`config.mk`:
```
export PLATFORM = sky130hd
export DESIGN_NAME = sfd_regbank
export DESIGN_NICKNAME = d
export VERILOG_FILES = /design/src/shared/sfd_pkg.sv /design/src/sfd_regbank.sv /design/src/sfd_channel.sv
export SDC_FILE = /design/constraint.sdc
export NUM_CORES = 1
export LEC_CHECK = 0
export ABC_AREA = 1
export BUFFER_PORTS_ARGS = -buffer_cell sky130_fd_sc_hd__buf_2
export CAP_MARGIN = 20
export CORE_ASPECT_RATIO = 0.5
export CORE_MARGIN = 8
export CORE_UTILIZATION = 35
export CTS_BUF_LIST = sky130_fd_sc_hd__clkbuf_4 sky130_fd_sc_hd__clkbuf_8 sky130_fd_sc_hd__clkbuf_16
export CTS_CLUSTER_DIAMETER = 50
export DETAILED_ROUTE_END_ITERATION = 8
export PLACE_DENSITY_LB_ADDON = 0.08
export SLEW_MARGIN = 10
export SYNTH_ARGS = -nofsm -noshare
export SYNTH_HDL_FRONTEND = slang
export SYNTH_SLANG_ARGS = --single-unit
```
`constraint.sdc`:
```
create_clock -name clock -period 14.9 [get_ports clock]
set_clock_uncertainty 0.15 [all_clocks]
set_input_delay 2.98 -clock clock [delete_from_list [all_inputs] [get_ports clock]]
set_output_delay 2.98 -clock clock [all_outputs]
set_load 0.05 [all_outputs]
```
`src/shared/sfd_pkg.sv`:
```
// Shared constants for the supply fault detector register bank.
// Assumes a single 200 MHz clock and a 32-bit Avalon-MM register port.
`default_nettype none

package sfd_pkg;

	// Bus geometry: byte address is four times the register index
	localparam int ADDR_W = 8;
	localparam int DATA_W = 32;
	localparam int IDX_W = 6;
	localparam int IDX_LSB = 2;
	localparam logic [1:0] WORD_ALIGN = 2'h0;

	// Register indices
	localparam logic [IDX_W-1:0] IDX_CH4_HIGH_LIMIT = 6'h18;
	localparam logic [IDX_W-1:0] IDX_CH4_HIGH_HYST = 6'h19;
	localparam logic [IDX_W-1:0] IDX_CH4_LOW_LIMIT = 6'h1A;
	localparam logic [IDX_W-1:0] IDX_CH4_LOW_HYST = 6'h1B;
	localparam logic [IDX_W-1:0] IDX_CH4_FILT_TYPE = 6'h1C;
	localparam logic [IDX_W-1:0] IDX_CH4_RANGE = 6'h1D;
	localparam logic [IDX_W-1:0] IDX_HV_HIGH_LIMIT = 6'h20;
	localparam logic [IDX_W-1:0] IDX_HV_HIGH_HYST = 6'h21;
	localparam logic [IDX_W-1:0] IDX_HV_LOW_LIMIT = 6'h22;
	localparam logic [IDX_W-1:0] IDX_HV_LOW_HYST = 6'h23;
	localparam logic [IDX_W-1:0] IDX_HV_FILT_TYPE = 6'h24;
	localparam logic [IDX_W-1:0] IDX_HV_RANGE = 6'h25;
	localparam logic [IDX_W-1:0] IDX_IRQ_STATUS = 6'h30;
	localparam logic [IDX_W-1:0] IDX_IRQ_MASK = 6'h31;
	localparam logic [IDX_W-1:0] IDX_LIVE_FLAGS = 6'h32;

	// Field widths and positions
	localparam int LIMIT_W = 8;
	localparam int HYST_W = 5;
	localparam int GF_W = 3;
	localparam int KIND_W = 2;
	localparam int RANGE_W = 2;
	localparam int GF_LSB = 2;
	localparam int GF_MSB = 4;
	localparam int KIND_LSB = 0;
	localparam int KIND_MSB = 1;
	localparam int HV_RANGE_BIT = 0;

	// Fault kind encodings
	typedef enum logic [KIND_W-1:0] {
		KIND_HIGH = 2'h0,
		KIND_BOTH = 2'h1,
		KIND_LOW = 2'h2,
		KIND_OFF = 2'h3
	} sfd_kind_t;

	// Input range encodings; code 3 is folded onto code 2
	localparam logic [RANGE_W-1:0] RANGE_MID = 2'h0;
	localparam logic [RANGE_W-1:0] RANGE_LOW = 2'h1;
	localparam logic [RANGE_W-1:0] RANGE_ULTRA = 2'h2;
	localparam logic [RANGE_W-1:0] RANGE_ULTRA_ALT = 2'h3;

	// Event bit layout of status, mask and live flag registers
	localparam int EV_W = 4;
	localparam int EV_CH4_HIGH = 0;
	localparam int EV_CH4_LOW = 1;
	localparam int EV_HV_HIGH = 2;
	localparam int EV_HV_LOW = 3;

	// Reset values
	localparam logic [LIMIT_W-1:0] RST_HIGH_LIMIT = 8'hFF;
	localparam logic [LIMIT_W-1:0] RST_LOW_LIMIT = 8'h00;
	localparam logic [HYST_W-1:0] RST_HYST = 5'h00;
	localparam logic [GF_W-1:0] RST_GF = 3'h0;
	localparam logic [KIND_W-1:0] RST_KIND = KIND_OFF;
	localparam logic [RANGE_W-1:0] RST_RANGE = RANGE_MID;
	localparam logic [EV_W-1:0] RST_EV = 4'h0;

	// Glitch filter delays in microseconds and the clock rate
	localparam int unsigned CLK_MHZ = 200;
	localparam int unsigned GF_US_5 = 5;
	localparam int unsigned GF_US_10 = 10;
	localparam int unsigned GF_US_20 = 20;
	localparam int unsigned GF_US_30 = 30;
	localparam int unsigned GF_US_50 = 50;
	localparam int unsigned GF_US_75 = 75;
	localparam int unsigned GF_US_100 = 100;
	localparam int CNT_W = 15;
	localparam logic [CNT_W-1:0] CNT_ZERO = 15'h0000;
	localparam logic [CNT_W-1:0] CNT_ONE = 15'h0001;

	// Cycles for a delay given in microseconds
	function automatic int unsigned us_to_cyc(input int unsigned us);
		return us * CLK_MHZ;
	endfunction : us_to_cyc

	localparam int unsigned FILT_5_CYC = us_to_cyc(GF_US_5);
	localparam int unsigned FILT_10_CYC = us_to_cyc(GF_US_10);
	localparam int unsigned FILT_20_CYC = us_to_cyc(GF_US_20);

	// Bus handshake phase
	typedef enum logic {
		BUS_IDLE = 1'b0,
		BUS_ANSWER = 1'b1
	} sfd_bus_t;

endpackage : sfd_pkg

`default_nettype wire

```
`src/sfd_regbank.sv`:
```
// Register bank and Avalon-MM slave for two supply fault detectors.
// Assumes a master that holds each request until waitrequest is low.
//
// Overview of operation
// [RULE1] Eight-bit high limit code per channel
// [RULE2] High hysteresis lowers limit while flagged
// [RULE3] Eight-bit low limit code per channel
// [RULE4] Low hysteresis raises limit while flagged
// [RULE5] Glitch filter codes select 0 to 100 us
// [RULE6] Fault kind: high, both, low, off
// [RULE7] Channel four range: mid, low, ultralow
// [RULE8] Software ignores unused upper register bits
// [RULE9] High-voltage range is single bit zero
// [RULE10] Flag only after condition outlasts filter delay
`timescale 1ns/10ps
`default_nettype none

module sfd_regbank #(
	parameter int unsigned FILT_30_CYC = sfd_pkg::us_to_cyc(sfd_pkg::GF_US_30),
	parameter int unsigned FILT_50_CYC = sfd_pkg::us_to_cyc(sfd_pkg::GF_US_50),
	parameter int unsigned FILT_75_CYC = sfd_pkg::us_to_cyc(sfd_pkg::GF_US_75),
	parameter int unsigned FILT_100_CYC =
		sfd_pkg::us_to_cyc(sfd_pkg::GF_US_100)
) (
	input wire logic clock,
	input wire logic rst,
	input wire logic [sfd_pkg::ADDR_W-1:0] avs_address,
	input wire logic avs_read,
	input wire logic avs_write,
	input wire logic [sfd_pkg::DATA_W-1:0] avs_writedata,
	input wire logic [3:0] avs_byteenable,
	output logic [sfd_pkg::DATA_W-1:0] avs_readdata,
	output logic avs_waitrequest,
	input wire logic [sfd_pkg::LIMIT_W-1:0] ch4Level,
	input wire logic [sfd_pkg::LIMIT_W-1:0] hvLevel,
	output logic ch4HighFlag,
	output logic ch4LowFlag,
	output logic hvHighFlag,
	output logic hvLowFlag,
	output logic [sfd_pkg::RANGE_W-1:0] ch4RangeSel,
	output logic hvRangeSel,
	output logic irq
);
	import sfd_pkg::*;

	localparam logic [CNT_W-1:0] D5 = CNT_W'(FILT_5_CYC);
	localparam logic [CNT_W-1:0] D10 = CNT_W'(FILT_10_CYC);
	localparam logic [CNT_W-1:0] D20 = CNT_W'(FILT_20_CYC);
	localparam logic [CNT_W-1:0] D30 = CNT_W'(FILT_30_CYC);
	localparam logic [CNT_W-1:0] D50 = CNT_W'(FILT_50_CYC);
	localparam logic [CNT_W-1:0] D75 = CNT_W'(FILT_75_CYC);
	localparam logic [CNT_W-1:0] D100 = CNT_W'(FILT_100_CYC);

	// Stored configuration fields
	logic [LIMIT_W-1:0] ch4HighLim_ff;
	logic [HYST_W-1:0] ch4HighHyst_ff;
	logic [LIMIT_W-1:0] ch4LowLim_ff;
	logic [HYST_W-1:0] ch4LowHyst_ff;
	logic [GF_W-1:0] ch4Gf_ff;
	logic [KIND_W-1:0] ch4Kind_ff;
	logic [RANGE_W-1:0] ch4Sel_ff;
	logic [LIMIT_W-1:0] hvHighLim_ff;
	logic [HYST_W-1:0] hvHighHyst_ff;
	logic [LIMIT_W-1:0] hvLowLim_ff;
	logic [HYST_W-1:0] hvLowHyst_ff;
	logic [GF_W-1:0] hvGf_ff;
	logic [KIND_W-1:0] hvKind_ff;
	logic hvSel_ff;

	// Output and interrupt state
	logic [RANGE_W-1:0] ch4Range_ff;
	logic hvRange_ff;
	logic [EV_W-1:0] status_ff;
	logic [EV_W-1:0] mask_ff;
	logic [EV_W-1:0] prevFlags_ff;
	logic irq_ff;

	// Bus state
	sfd_bus_t bus_ff;
	logic waitReq_ff;
	logic [DATA_W-1:0] rdData_ff;

	logic [EV_W-1:0] liveFlags;
	logic [EV_W-1:0] events;
	logic [EV_W-1:0] clrBits;
	logic [EV_W-1:0] nxt_status;
	logic [IDX_W-1:0] regIdx;
	logic aligned;
	logic request;
	logic accept;
	logic commit;
	logic wrCommit;
	logic rdCommit;
	logic [7:0] wrByte;
	logic [DATA_W-1:0] rdMux;
	logic [RANGE_W-1:0] ch4RangeNorm;
	sfd_bus_t nxt_bus;

	// Detector channel for the fourth positive supply
	sfd_channel #(
		.DLY5(D5), .DLY10(D10), .DLY20(D20), .DLY30(D30),
		.DLY50(D50), .DLY75(D75), .DLY100(D100)
	) u_ch4 (
		.clock(clock),
		.rst(rst),
		.level(ch4Level),
		.highLimit(ch4HighLim_ff),
		.highHyst(ch4HighHyst_ff),
		.lowLimit(ch4LowLim_ff),
		.lowHyst(ch4LowHyst_ff),
		.glitchSel(ch4Gf_ff),
		.faultKind(ch4Kind_ff),
		.highFlag(liveFlags[EV_CH4_HIGH]),
		.lowFlag(liveFlags[EV_CH4_LOW])
	);

	// Detector channel for the high-voltage supply
	sfd_channel #(
		.DLY5(D5), .DLY10(D10), .DLY20(D20), .DLY30(D30),
		.DLY50(D50), .DLY75(D75), .DLY100(D100)
	) u_hv (
		.clock(clock),
		.rst(rst),
		.level(hvLevel),
		.highLimit(hvHighLim_ff),
		.highHyst(hvHighHyst_ff),
		.lowLimit(hvLowLim_ff),
		.lowHyst(hvLowHyst_ff),
		.glitchSel(hvGf_ff),
		.faultKind(hvKind_ff),
		.highFlag(liveFlags[EV_HV_HIGH]),
		.lowFlag(liveFlags[EV_HV_LOW])
	);

	// Word map, byte address is four times the index, data in [7:0]:
	//   0x18 channel four high limit
	//   0x19 channel four high hysteresis, bits [4:0]
	//   0x1A channel four low limit
	//   0x1B channel four low hysteresis, bits [4:0]
	//   0x1C channel four filter [4:2] and fault kind [1:0]
	//   0x1D channel four range code, bits [1:0]
	//   0x20 to 0x25 same layout for the high-voltage channel,
	//   except that its range register keeps only bit 0
	//   0x30 sticky event status, cleared by reading it
	//   0x31 event mask, same layout as the status
	//   0x32 live filtered flags, read only
	// Event bits: 0 ch4 high, 1 ch4 low, 2 hv high, 3 hv low.
	//
	// Things a user of this bank should know:
	//   every access costs one wait cycle, reads and writes alike;
	//   a status read clears only the bits it returned, so an event
	//   landing between take and answer waits for the next read;
	//   the interrupt follows the status one cycle late;
	//   range code 3 reads back as 3 but drives the ultralow code;
	//   the filters restart whenever a limit write drops the condition.

	// Address decode and handshake qualifiers
	assign regIdx = avs_address[ADDR_W-1:IDX_LSB];
	assign aligned = avs_address[IDX_LSB-1:0] == WORD_ALIGN;
	assign request = avs_read | avs_write;
	assign accept = request & (bus_ff == BUS_IDLE);
	assign commit = request & (bus_ff == BUS_ANSWER);
	assign wrCommit = commit & avs_write & aligned & avs_byteenable[0];
	assign rdCommit = commit & avs_read & aligned;
	assign wrByte = avs_writedata[7:0];
	assign nxt_bus = accept ? BUS_ANSWER : BUS_IDLE;

	// Codes 2 and 3 both select the ultralow range
	assign ch4RangeNorm = (wrByte[RANGE_W-1:0] == RANGE_ULTRA_ALT) ?
		RANGE_ULTRA : wrByte[RANGE_W-1:0]; // [RULE7]

	// Read mux; unused upper bits read as zero, unmapped reads as zero
	assign rdMux = !aligned ? '0 :
		(regIdx == IDX_CH4_HIGH_LIMIT) ? DATA_W'(ch4HighLim_ff) :
		(regIdx == IDX_CH4_HIGH_HYST) ? DATA_W'(ch4HighHyst_ff) :
		(regIdx == IDX_CH4_LOW_LIMIT) ? DATA_W'(ch4LowLim_ff) :
		(regIdx == IDX_CH4_LOW_HYST) ? DATA_W'(ch4LowHyst_ff) :
		(regIdx == IDX_CH4_FILT_TYPE) ? DATA_W'({ch4Gf_ff, ch4Kind_ff}) :
		(regIdx == IDX_CH4_RANGE) ? DATA_W'(ch4Sel_ff) :
		(regIdx == IDX_HV_HIGH_LIMIT) ? DATA_W'(hvHighLim_ff) :
		(regIdx == IDX_HV_HIGH_HYST) ? DATA_W'(hvHighHyst_ff) :
		(regIdx == IDX_HV_LOW_LIMIT) ? DATA_W'(hvLowLim_ff) :
		(regIdx == IDX_HV_LOW_HYST) ? DATA_W'(hvLowHyst_ff) :
		(regIdx == IDX_HV_FILT_TYPE) ? DATA_W'({hvGf_ff, hvKind_ff}) :
		(regIdx == IDX_HV_RANGE) ? DATA_W'(hvSel_ff) : // [RULE9]
		(regIdx == IDX_IRQ_STATUS) ? DATA_W'(status_ff) :
		(regIdx == IDX_IRQ_MASK) ? DATA_W'(mask_ff) :
		(regIdx == IDX_LIVE_FLAGS) ? DATA_W'(prevFlags_ff) : '0;

	// Rising flags are events; a status read clears only the bits it saw
	assign events = liveFlags & ~prevFlags_ff;
	assign clrBits = (rdCommit & (regIdx == IDX_IRQ_STATUS)) ?
		rdData_ff[EV_W-1:0] : RST_EV;
	assign nxt_status = (status_ff & ~clrBits) | events;

	// One wait cycle per access: data loads on take, commits on answer
	always_ff @(posedge clock or posedge rst) begin
		if (rst) begin
			bus_ff <= BUS_IDLE;
			waitReq_ff <= 1'b1;
			rdData_ff <= '0;
		end else begin
			bus_ff <= nxt_bus;
			waitReq_ff <= ~accept;
			if (accept & avs_read) begin
				rdData_ff <= rdMux;
			end
		end
	end

	// Channel four configuration writes keep only the meaningful fields
	always_ff @(posedge clock or posedge rst) begin
		if (rst) begin
			ch4HighLim_ff <= RST_HIGH_LIMIT;
			ch4HighHyst_ff <= RST_HYST;
			ch4LowLim_ff <= RST_LOW_LIMIT;
			ch4LowHyst_ff <= RST_HYST;
			ch4Gf_ff <= RST_GF;
			ch4Kind_ff <= RST_KIND;
			ch4Sel_ff <= RST_RANGE;
			ch4Range_ff <= RST_RANGE;
		end else if (wrCommit) begin
			case (regIdx)
				IDX_CH4_HIGH_LIMIT: ch4HighLim_ff <= wrByte; // [RULE1]
				IDX_CH4_HIGH_HYST: ch4HighHyst_ff <= wrByte[HYST_W-1:0]; // [RULE2]
				IDX_CH4_LOW_LIMIT: ch4LowLim_ff <= wrByte; // [RULE3]
				IDX_CH4_LOW_HYST: ch4LowHyst_ff <= wrByte[HYST_W-1:0]; // [RULE4]
				IDX_CH4_FILT_TYPE: begin
					ch4Gf_ff <= wrByte[GF_MSB:GF_LSB]; // [RULE5]
					ch4Kind_ff <= wrByte[KIND_MSB:KIND_LSB]; // [RULE6]
				end
				IDX_CH4_RANGE: begin
					ch4Sel_ff <= wrByte[RANGE_W-1:0];
					ch4Range_ff <= ch4RangeNorm; // [RULE7]
				end
				default: begin
				end
			endcase
		end
	end

	// High-voltage channel configuration writes
	always_ff @(posedge clock or posedge rst) begin
		if (rst) begin
			hvHighLim_ff <= RST_HIGH_LIMIT;
			hvHighHyst_ff <= RST_HYST;
			hvLowLim_ff <= RST_LOW_LIMIT;
			hvLowHyst_ff <= RST_HYST;
			hvGf_ff <= RST_GF;
			hvKind_ff <= RST_KIND;
			hvSel_ff <= 1'b0;
			hvRange_ff <= 1'b0;
		end else if (wrCommit) begin
			case (regIdx)
				IDX_HV_HIGH_LIMIT: hvHighLim_ff <= wrByte; // [RULE1]
				IDX_HV_HIGH_HYST: hvHighHyst_ff <= wrByte[HYST_W-1:0]; // [RULE2]
				IDX_HV_LOW_LIMIT: hvLowLim_ff <= wrByte; // [RULE3]
				IDX_HV_LOW_HYST: hvLowHyst_ff <= wrByte[HYST_W-1:0]; // [RULE4]
				IDX_HV_FILT_TYPE: begin
					hvGf_ff <= wrByte[GF_MSB:GF_LSB]; // [RULE5]
					hvKind_ff <= wrByte[KIND_MSB:KIND_LSB]; // [RULE6]
				end
				IDX_HV_RANGE: begin
					hvSel_ff <= wrByte[HV_RANGE_BIT]; // [RULE9]
					hvRange_ff <= wrByte[HV_RANGE_BIT]; // [RULE9]
				end
				default: begin
				end
			endcase
		end
	end

	// Sticky status, mask and interrupt level
	always_ff @(posedge clock or posedge rst) begin
		if (rst) begin
			status_ff <= RST_EV;
			mask_ff <= RST_EV;
			prevFlags_ff <= RST_EV;
			irq_ff <= 1'b0;
		end else begin
			status_ff <= nxt_status;
			prevFlags_ff <= liveFlags;
			irq_ff <= |(status_ff & mask_ff);
			if (wrCommit & (regIdx == IDX_IRQ_MASK)) begin
				mask_ff <= wrByte[EV_W-1:0];
			end
		end
	end

	// Outputs straight from flip-flops
	assign avs_readdata = rdData_ff;
	assign avs_waitrequest = waitReq_ff;
	assign ch4HighFlag = prevFlags_ff[EV_CH4_HIGH];
	assign ch4LowFlag = prevFlags_ff[EV_CH4_LOW];
	assign hvHighFlag = prevFlags_ff[EV_HV_HIGH];
	assign hvLowFlag = prevFlags_ff[EV_HV_LOW];
	assign ch4RangeSel = ch4Range_ff;
	assign hvRangeSel = hvRange_ff;
	assign irq = irq_ff;

endmodule : sfd_regbank

`default_nettype wire

```
`src/sfd_channel.sv`:
```
// One supply fault detector channel: hysteretic comparators and filters.
// Assumes the level code is synchronous to clock and updated by the ADC.
`timescale 1ns/10ps
`default_nettype none

module sfd_channel #(
	parameter logic [sfd_pkg::CNT_W-1:0] DLY5 = 15'h03E8,
	parameter logic [sfd_pkg::CNT_W-1:0] DLY10 = 15'h07D0,
	parameter logic [sfd_pkg::CNT_W-1:0] DLY20 = 15'h0FA0,
	parameter logic [sfd_pkg::CNT_W-1:0] DLY30 = 15'h1770,
	parameter logic [sfd_pkg::CNT_W-1:0] DLY50 = 15'h2710,
	parameter logic [sfd_pkg::CNT_W-1:0] DLY75 = 15'h3A98,
	parameter logic [sfd_pkg::CNT_W-1:0] DLY100 = 15'h4E20
) (
	input wire logic clock,
	input wire logic rst,
	input wire logic [sfd_pkg::LIMIT_W-1:0] level,
	input wire logic [sfd_pkg::LIMIT_W-1:0] highLimit,
	input wire logic [sfd_pkg::HYST_W-1:0] highHyst,
	input wire logic [sfd_pkg::LIMIT_W-1:0] lowLimit,
	input wire logic [sfd_pkg::HYST_W-1:0] lowHyst,
	input wire logic [sfd_pkg::GF_W-1:0] glitchSel,
	input wire logic [sfd_pkg::KIND_W-1:0] faultKind,
	output logic highFlag,
	output logic lowFlag
);
	import sfd_pkg::*;

	localparam logic [CNT_W-1:0] DLY_TAB [8] = '{
		CNT_ZERO, DLY5, DLY10, DLY20, DLY30, DLY50, DLY75, DLY100
	};

	logic highRaw_ff;
	logic lowRaw_ff;
	logic [LIMIT_W:0] highDiff;
	logic [LIMIT_W-1:0] highEff;
	logic [LIMIT_W:0] lowEff;
	logic highNow;
	logic lowNow;
	logic [CNT_W-1:0] delaySel;
	logic [1:0] cond;
	logic [1:0] flag_ff;

	// Effective high threshold drops by the hysteresis while high is active
	assign highDiff = highRaw_ff ?
		({1'b0, highLimit} - {4'h0, highHyst}) : {1'b0, highLimit}; // [RULE1] [RULE2]
	assign highEff = highDiff[LIMIT_W] ? 8'h00 : highDiff[LIMIT_W-1:0];
	assign highNow = level > highEff; // [RULE1]

	// Effective low threshold rises by its own hysteresis while low is active
	assign lowEff = lowRaw_ff ?
		({1'b0, lowLimit} + {4'h0, lowHyst}) : {1'b0, lowLimit}; // [RULE3] [RULE4]
	assign lowNow = {1'b0, level} < lowEff; // [RULE3]

	// Fault kind gates which comparator may raise a flag
	assign cond[0] = highRaw_ff &
		((faultKind == KIND_HIGH) | (faultKind == KIND_BOTH)); // [RULE6]
	assign cond[1] = lowRaw_ff &
		((faultKind == KIND_LOW) | (faultKind == KIND_BOTH)); // [RULE6]
	assign delaySel = DLY_TAB[glitchSel]; // [RULE5]

	// Raw comparator state feeds back into the hysteresis
	always_ff @(posedge clock or posedge rst) begin
		if (rst) begin
			highRaw_ff <= 1'b0;
			lowRaw_ff <= 1'b0;
		end else begin
			highRaw_ff <= highNow;
			lowRaw_ff <= lowNow;
		end
	end

	// Persistence filters; a drop of the condition restarts the count
	for (genvar i = 0; i < 2; i++) begin : g_filt
		logic [CNT_W-1:0] cnt_ff;
		logic [CNT_W-1:0] nxt_cnt;
		assign nxt_cnt = !cond[i] ? CNT_ZERO :
			(cnt_ff >= delaySel) ? cnt_ff : cnt_ff + CNT_ONE; // [RULE10]
		always_ff @(posedge clock or posedge rst) begin
			if (rst) begin
				cnt_ff <= CNT_ZERO;
				flag_ff[i] <= 1'b0;
			end else begin
				cnt_ff <= nxt_cnt;
				flag_ff[i] <= cond[i] & (cnt_ff >= delaySel); // [RULE10]
			end
		end
	end

	assign highFlag = flag_ff[0];
	assign lowFlag = flag_ff[1];

endmodule : sfd_channel

`default_nettype wire

```
==> results.txt, run 1 <==
----------------------------------------------------
[Die]
  Full die area ... 38500 um^2
  Floorplan core area ... 31700 um^2
  Die boundary width ... 270 um
  Number of primary I/O pins ... 105
  Initial Utilization ... 0.355
  Chip Height ... 143 um
  Core Rows ... 46

[Drt]
  Via density per instance ... 4.96
  First-iteration detailed-routing DRC count ... 595
  Number of vias in the routed layout ... 9647
  Average routed wire per standard cell ... 15.4 um
  Antenna violation net count after detailed routing ... 0
  Wirelength, routed ... 30.0 mm
  Remaining design rule violation count ... 0
  DRT Pass-1 Iters ... 5

[Placed design]
  Post-detail-place hpwl ... 23.4 mm
  Placer congestion estimate ... 0.829
  Placement Setup Slack ... 9800 ps
  Placement-stage cell area ... 11900 um^2
  # port buffers ... 53

[Final layout]
  Antenna cells ... 0
  Layout cells sized above 1 ... 0.108
  Summed area of non-filler cells in the final layout ... 12500 um^2
  Post-layout util ... 0.393
  Area overhead of the layout relative to synthesis ... 10.7%
  Fin nets ... 1689
  Number of fill cells in the layout ... 3307

[STA]
  Slew margin rel. ... 0.409
  Worst-case setup margin in the final layout ... 10270 ps
  Highest attainable clock frequency ... 216 MHz
  Final hold viol count ... 0
  Setup TNS after final layout ... 0 ps
  Post-route fraction of the period consumed by the critical path ... 0.310
  Number of max-slew violations in the final report ... 0
  Minimum clock period ... 4630 ps
  RSZ-0062 raised after global routing ... no
  Worst Tran Pin Value ... 887 ps
  # setup viols final ... 0

[Setup path]
  Cell-by-cell listing of the critical path ... buf_2 > nor2_1 > nand4_1 > inv_1 > nand2_1 > o21ai_0
  Nature of the critical path endpoint ... flop
  Worst endpoint required time ... 15100 ps
  Logic depth of the worst register-to-register path ... 13
  Critical path's slowest cell ... sky130_fd_sc_hd__nand2_1
  Startpoint of the worst-slack reg-to-reg timing path ... hvGf_ff[0]
  Worst path max stage delay ... 480 ps
  Sort of element at the start of the critical path ... primary input
  Arrival time at the worst endpoint ... 4820 ps
  Maximum fanout along the worst path ... 16
  Worst setup path class ... primary input to flop
  FF-to-FF setup slack ... 11420 ps
  Crit Reg-Reg Endpoint ... u_hv.g_filt[0].cnt_ff[11]

[Power]
  Net switching fraction of the power ... 0.308
  Power density over cell area ... 87.0 nW/um^2
  Maximum VDD drop ... 0.0000699 V
  Leak pwr ... 5.75 nW
  Power spent charging and discharging nets ... 0.000333 W
  Clock group share of total power ... 0.405
  Part of the power in registers ... 0.426
  Combinational Power Share ... 0.169
  Power Internal ... 0.000750 W

[Clocking]
  CTS tree ... done
  CTS Hold Bufs ... 0
  Maximum clock insertion buffer count ... 2
  Clk Tree Root Cell ... sky130_fd_sc_hd__clkbuf_16
  Worst skew pair latency ... 450 ps
  Number of buffers added by the clock tree synthesis step ... 17
  Resized Gates After CTS ... 0
  H-tree depth reported by CTS ... 4
  # clock sinks ... 158
  Clock Pin Slew Worst Setup and Hold Paths ... 70 ps
  Post-CTS Repair Setup Buffers ... 0

[Worst hold path]
  Hold/Removal Path Class ... flop to flop
  Endpoint with the worst hold slack ... prevFlags_ff[1]
  Instance count along the most critical hold path ... 0
  Worst min-delay path startpoint ... u_ch4.lowFlag

[Job]
  Number of violations of the max-capacitance limit ... 0

[GRT]
  Total global routing overflow ... 0
  Wire length of the first global-routing pass ... 49.1 mm
  Largest net degree at the start of global routing ... 92
  Total routing usage reported by global routing ... 0.157
  Via count of the first global-routing pass ... 9396
  Initial antenna violation count ... 0

[Synth]
  Share of synthesized flip-flops with an asynchronous set or reset ... 1.00
  Number of flops mapped to enable cells by yosys ... 0
  Synthesized instance count ... 1450
  Main flop type after synthesis ... sky130_fd_sc_hd__dfrtp_1
  Avg Synthesized Cell Area ... 7.76 um^2
  Sequential area share after synthesis ... 0.354
  Seq cells post-synth ... 158
  Count of warnings emitted by yosys ... 0
  Total standard cell area after synthesis ... 11200 um^2
  Unique cell type count in the Yosys netlist ... 60

[Outcome]
  Status ... finished clean

----------------------------------------------------
worst max-delay path by stage:
stage	to	slack [ps]	start
after CTS	hvLowLim_ff[5]	10270	avs_address[1]
final	hvLowLim_ff[6]	10270	avs_address[1]
after global placement	hvLowLim_ff[4]	9860	avs_address[1]
after detailed placement	hvLowLim_ff[5]	9800	avs_address[1]
after floorplan	avs_readdata[0]	7540	rst
after global routing	hvLowLim_ff[6]	10080	avs_address[1]
final cells by class:
cell class | instances | area [um^2] | share of cell area
repair buffers | 54 | 273 | 0.0219
flip-flops and latches | 158 | 3980 | 0.320
clock inverters | 13 | 140 | 0.0113
multi-input cells | 1100 | 6430 | 0.517
inverters | 170 | 647 | 0.0519
clock buffers | 19 | 440 | 0.0354
well taps | 432 | 541 | 0.0434
registers in the layout, indices dropped and copies added (netlist names), 2 cells and up:
| signal | count |
|---|---|
| ch4Sel_ff | 2 |
| hvHighHyst_ff | 5 |
| status_ff | 4 |
| ch4RangeSel | 2 |
| hvKind_ff | 2 |
| u_hv.g_filt.cnt_ff | 30 |
| hvLowHyst_ff | 5 |
| hvHighLim_ff | 8 |
| ch4HighLim_ff | 8 |
| ch4Gf_ff | 3 |
| prevFlags_ff | 4 |
| ch4HighHyst_ff | 5 |
| mask_ff | 4 |
| hvGf_ff | 3 |
| hvLowLim_ff | 8 |
| ch4LowLim_ff | 8 |
| ch4Kind_ff | 2 |
| avs_readdata | 8 |
| ch4LowHyst_ff | 5 |
| u_ch4.g_filt.cnt_ff | 30 |
logic make-up (layout without fill, tap and decap cells):
| group | after synthesis | after routing | synth area share |
|---|---|---|---|
| AOI/OAI and AO/OA | 309 | 309 | 0.156 |
| xor gates and xnor gates | 30 | 30 | 0.0234 |
| adders and majority gates | 124 | 124 | 0.141 |
| buffers and inverters | 215 | 256 | 0.0821 |
| DFF | 158 | 158 | 0.354 |
| muxes | 2 | 2 | 0.00178 |
| other | 1 | 24 | 0.000333 |
| and+or+nand+nor | 611 | 611 | 0.242 |
cell usage in the layout (no fill, tap or decap), types with 7 or more instances in the layout:
cell type                   Yosys  final
sky130_fd_sc_hd__a31oi_1       11     11
sky130_fd_sc_hd__nor3_1        32     32
sky130_fd_sc_hd__dfstp_2       21     21
sky130_fd_sc_hd__nor2_1       105    105
sky130_fd_sc_hd__conb_1         1     24
sky130_fd_sc_hd__buf_2          3     53
sky130_fd_sc_hd__nand4_1       33     33
sky130_fd_sc_hd__o31ai_1       15     15
sky130_fd_sc_hd__xor2_1        24     24
sky130_fd_sc_hd__clkbuf_16      0     17
sky130_fd_sc_hd__o21ai_1        7      7
sky130_fd_sc_hd__ha_1         120    120
sky130_fd_sc_hd__nor2_2         9      9
sky130_fd_sc_hd__inv_1        153    152
sky130_fd_sc_hd__inv_2         13     13
sky130_fd_sc_hd__a22oi_1        7      7
sky130_fd_sc_hd__a21oi_1       75     75
sky130_fd_sc_hd__o21ai_0      147    147
sky130_fd_sc_hd__nand2_1      337    337
sky130_fd_sc_hd__o211ai_1      16     16
sky130_fd_sc_hd__dfrtp_1      137    137
sky130_fd_sc_hd__nand3_1       55     55
power by group through the flow:
| stage | logic, W | clock network [W] | registers [W] |
|---|---|---|---|
| floorplan | 0.000137 | 0 | 0.000471 |
| global placement | 0.000182 | 0 | 0.000469 |
| detailed placement | 0.000186 | 0 | 0.000469 |
| CTS | 0.000186 | 0.000450 | 0.000462 |
| global route | 0.000208 | 0.000471 | 0.000464 |
| finish | 0.000183 | 0.000438 | 0.000462 |
critical path, delay by kind of cell:
family,cells,cell delay (ps)
and+or+nand+nor,3,950
AOI/OAI and AO/OA,1,300
buffers and inverters,2,570
routing by layer:
layer  vias to the layer above  global-route usage  share of wire
li1                       4956                   -              -
met1                      4550               0.212           0.50
met2                       119               0.258           0.46
met3                        22              0.0356          0.031
met4                         0              0.0316         0.0089
met5                         -                   0              0
cells in the mapped netlist (all sizes together) (3+ instances only):
| library cell | number | share of area |
|---|---|---|
| o41ai | 4 | 0.0031 |
| o31ai | 15 | 0.010 |
| clkbuf | 15 | 0.0050 |
| buf | 30 | 0.020 |
| nor2 | 118 | 0.044 |
| dfstp | 21 | 0.049 |
| xnor2 | 6 | 0.0047 |
| o211ai | 16 | 0.011 |
| a21oi | 75 | 0.033 |
| or4 | 3 | 0.0027 |
| dfrtp | 137 | 0.30 |
| a211oi | 3 | 0.0020 |
| a22oi | 7 | 0.0047 |
| ha | 120 | 0.13 |
| nand4 | 33 | 0.018 |
| a31oi | 13 | 0.0083 |
| clkinv | 3 | 0.0011 |
| fa | 4 | 0.0071 |
| o21ai | 154 | 0.069 |
| inv | 167 | 0.056 |
| nand3 | 57 | 0.026 |
| o2111ai | 4 | 0.0031 |
| o221ai | 3 | 0.0023 |
| nand2 | 346 | 0.12 |
| nor3 | 36 | 0.019 |
| or2 | 8 | 0.0044 |
| nor4 | 5 | 0.0039 |
| xor2 | 24 | 0.019 |
| nand3b | 3 | 0.0020 |
stage by stage:
| step | instances | total power, W | hold slack, ps |
|---|---|---|---|
| after floorplan | 1473 | 0.000609 | 204 |
| after global placement | 1914 | 0.000651 | 210 |
| after detailed placement | 1914 | 0.000655 | 218 |
| after CTS | 1946 | 0.00110 | 234 |
| after global routing | 1946 | 0.00114 | 240 |
| final | 1946 | 0.00108 | 229 |
(Power assumes the default switching activity.)
==> run 2, diff against run 1 <==
clock period = 4.55 ns   (was 14.9 ns; I/O delays follow)
==> results.txt, run 2 (synthesized netlist as in run 1, its figures left out) <==
----------------------------------------------------
[Setup path]
  Beginning of the critical path ... hvGf_ff[0]
  FF-to-FF setup slack ... 1110 ps (-10310 ps)
  Worst path max stage delay ... 510 ps (+30 ps)
  Nature of the critical path endpoint ... flop
  Cell-by-cell listing of the critical path ... inv_1 > ha_1 > nand2_1 > o21ai_0 > ha_1 > nand4_1 > nor4b_1 > nand2_1 > nand2_1 > nand2_1 > inv_1 > nand2_1 > o41ai_1
  Count of cell instances traversed by the critical path ... 13 (+7)
  Crit path to ... u_hv.g_filt[0].cnt_ff[14]
  Logic depth of the worst register-to-register path ... 13 (unchanged)
  CP top delay family ... simple AND/OR/NAND/NOR gates
  Maximum fanout along the worst path ... 11 (-5)
  Worst setup path class ... flop to flop
  Worst endpoint required time ... 4710 ps (-10390 ps)
  Sort of element at the start of the critical path ... flop
  Crit Reg-Reg Endpoint ... u_hv.g_filt[0].cnt_ff[14]
  Startpoint of the worst-slack reg-to-reg timing path ... hvGf_ff[0]
  Critical path's slowest cell ... sky130_fd_sc_hd__dfrtp_1
  Arrival time at the worst endpoint ... 3600 ps (-1220 ps)
  WP buf/inv ... 2 (unchanged)
  Dominant cell type by count on the critical path ... sky130_fd_sc_hd__nand2_1

[Clocking]
  Clock Pin Slew Worst Setup and Hold Paths ... 60 ps (about the same)
  Post-CTS Repair Setup Buffers ... 0 (unchanged)
  Maximum clock insertion buffer count ... 2 (unchanged)
  # clock sinks ... 158 (unchanged)
  Worst skew pair latency ... 450 ps (about the same)
  Number of buffers added by the clock tree synthesis step ... 17 (unchanged)
  Resized Gates After CTS ... 0 (unchanged)
  CTS Hold Bufs ... 0 (unchanged)
  Clk Tree Root Cell ... sky130_fd_sc_hd__clkbuf_16
  CTS tree ... done
  H-tree depth reported by CTS ... 4 (unchanged)

[Outcome]
  Status ... finished clean

[GRT]
  Largest net degree at the start of global routing ... 73 (-21%)
  Total global routing overflow ... 0 (unchanged)
  Initial antenna violation count ... 1 (+1)
  Wire length of the first global-routing pass ... 49.6 mm (+1.2%)
  Via count of the first global-routing pass ... 9371 (-0.27%)
  Total routing usage reported by global routing ... 0.160 (+0.00268)

[Drt]
  DRT Pass-1 Iters ... 5 (unchanged)
  Wirelength, routed ... 30.8 mm (+2.6%)
  Antenna violation net count after detailed routing ... 0 (unchanged)
  Average routed wire per standard cell ... 15.8 um (+2.5%)
  Number of vias in the routed layout ... 9739 (+0.95%)
  Remaining design rule violation count ... 0 (unchanged)
  Via density per instance ... 5.00 (+0.85%)
  First-iteration detailed-routing DRC count ... 558 (-6.2%)

[Job]
  Number of violations of the max-capacitance limit ... 0 (unchanged)

[Placed design]
  Total placed cells including tap cells ... 1915 (+0.052%)
  Placer congestion estimate ... 0.841 (+1.4%)
  Post-detail-place hpwl ... 23.7 mm (+1.2%)
  Placement-stage cell area ... 11900 um^2 (+0.26%)
  Placement Setup Slack ... 1110 ps (-8690 ps)
  # port buffers ... 53 (unchanged)

[Die]
  Full die area ... 38500 um^2 (unchanged)
  Number of primary I/O pins ... 105 (unchanged)
  Core Rows ... 46 (unchanged)
  Initial Utilization ... 0.355 (unchanged)
  Die boundary width ... 270 um (unchanged)
  Floorplan core area ... 31700 um^2 (unchanged)
  Chip Height ... 143 um (unchanged)

[STA]
  Final hold viol count ... 0 (unchanged)
  Minimum clock period ... 3440 ps
  Worst Tran Pin Value ... 841 ps (-45.8 ps)
  Highest attainable clock frequency ... 290 MHz
  Slew margin rel. ... 0.438 (+0.0293)
  Worst-case setup margin in the final layout ... 1110 ps (-9170 ps)
  Post-route fraction of the period consumed by the critical path ... 0.757
  Setup TNS after final layout ... 0 ps (unchanged)
  Hold WS ... 227 ps (-2.58 ps)
  # setup viols final ... 0 (unchanged)
  Number of max-slew violations in the final report ... 0 (unchanged)
  RSZ-0062 raised after global routing ... no

[Worst hold path]
  Hold/Removal Path Class ... flop to flop

[Final layout]
  Largest registers in the final layout ... u_ch4.g_filt.cnt_ff: 30 flops, u_hv.g_filt.cnt_ff: 30 flops
  Leading cell types in the layout, fill and taps excluded ... sky130_fd_sc_hd__nand2_1 (337), sky130_fd_sc_hd__inv_1 (152), sky130_fd_sc_hd__o21ai_0 (147)
  Area overhead of the layout relative to synthesis ... 11.6%
  Summed area of non-filler cells in the final layout ... 12600 um^2 (+0.85%)
  Final cell count without fillers ... 1948 (+0.10%)
  Most common cell after layout, fill and taps aside ... sky130_fd_sc_hd__nand2_1
  Layout cells sized above 1 ... 0.108 (+0.000589)
  Fin nets ... 1690 (+0.059%)

[Power]
  Maximum VDD drop ... 0.000218 V (+210%)
  Power spent charging and discharging nets ... 0.00113 W (+240%)
  Clock group share of total power ... 0.434 (+0.029)
  Combinational Power Share ... 0.163 (-0.006)
  Leak pwr ... 5.79 nW (+0.82%)
  Part of the power in registers ... 0.403 (-0.023)
  Net switching fraction of the power ... 0.302 (-0.00531)
  Power Internal ... 0.00261 W (+250%)
  Power density over cell area ... 298 nW/um^2 (+240%)

----------------------------------------------------
==> run 2: cell count changes in the layout (fill, tap and decap cells not counted), sizes merged <==
cell	previous run	this run
buf	54	55
bufinv	2	4
clkbuf	19	21
clkinv	8	5
clkinvlp	4	3
diode	0	1
==> run 2: through the flow <==
step	util	total power (W)
floorplan	-	0.00199
global placement	0.376	0.00214
detailed placement	0.376	0.00215
CTS	0.397	0.00379
global route	0.397	0.00392
finish	0.397	0.00375
==> run 2: worst register-to-register path, delay by kind of cell, from the launching register on <==
kind / cells / cell delay, ps
buffers and inverters: 2 / 420
AND/OR/NAND/NOR: 7 / 1290
adder cells (fa/ha/maj): 2 / 690
flip-flops: 1 / 510
AO/OA/AOI/OAI: 2 / 260
==> run 2: area by class of cell <==
cell class,instances,area [um^2]
Timing Repair Buffer,55,305
Tap cell,432,541
Clock buffer,21,474
Fill cell,3243,19100
Inverter,170,646
Multi-Input combinational cell,1100,6430
Clock inverter,11,179
Sequential cell,158,3980
Antenna cell,1,2.50
==> run 2: power by group through the flow <==
stage	Combinational [W]	Clock, W	Sequential (W)
after CTS	0.000617	0.00166	0.00151
final	0.000609	0.00163	0.00151
after global placement	0.000603	0	0.00154
after floorplan	0.000450	0	0.00154
after global routing	0.000690	0.00171	0.00152
after detailed placement	0.000614	0	0.00154
==> run 2: how the worst min path moves through the flow <==
| stage | to | slack, ps | cells after the start | start |
|---|---|---|---|---|
| 2_1_floorplan | prevFlags_ff[0] | 200 | 0 | u_ch4.highFlag |
| 3_3_place_gp | prevFlags_ff[0] | 210 | 0 | u_ch4.highFlag |
| 3_5_place_dp | prevFlags_ff[1] | 210 | 0 | u_ch4.lowFlag |
| 4_1_cts | prevFlags_ff[1] | 230 | 0 | u_ch4.lowFlag |
| 5_1_grt | prevFlags_ff[0] | 240 | 0 | u_ch4.highFlag |
| 6_report | prevFlags_ff[1] | 230 | 0 | u_ch4.lowFlag |
==> run 2: layer usage <==
| layer | global-route usage | part of all wire | routed length, um | up-vias |
|---|---|---|---|---|
| li1 | - | - | - | 4972 |
| met1 | 0.213 | 0.49 | 15200 | 4582 |
| met2 | 0.264 | 0.46 | 14100 | 144 |
| met3 | 0.0304 | 0.031 | 961 | 41 |
| met4 | 0.0454 | 0.017 | 526 | 0 |
| met5 | 0 | 0 | 0 | - |
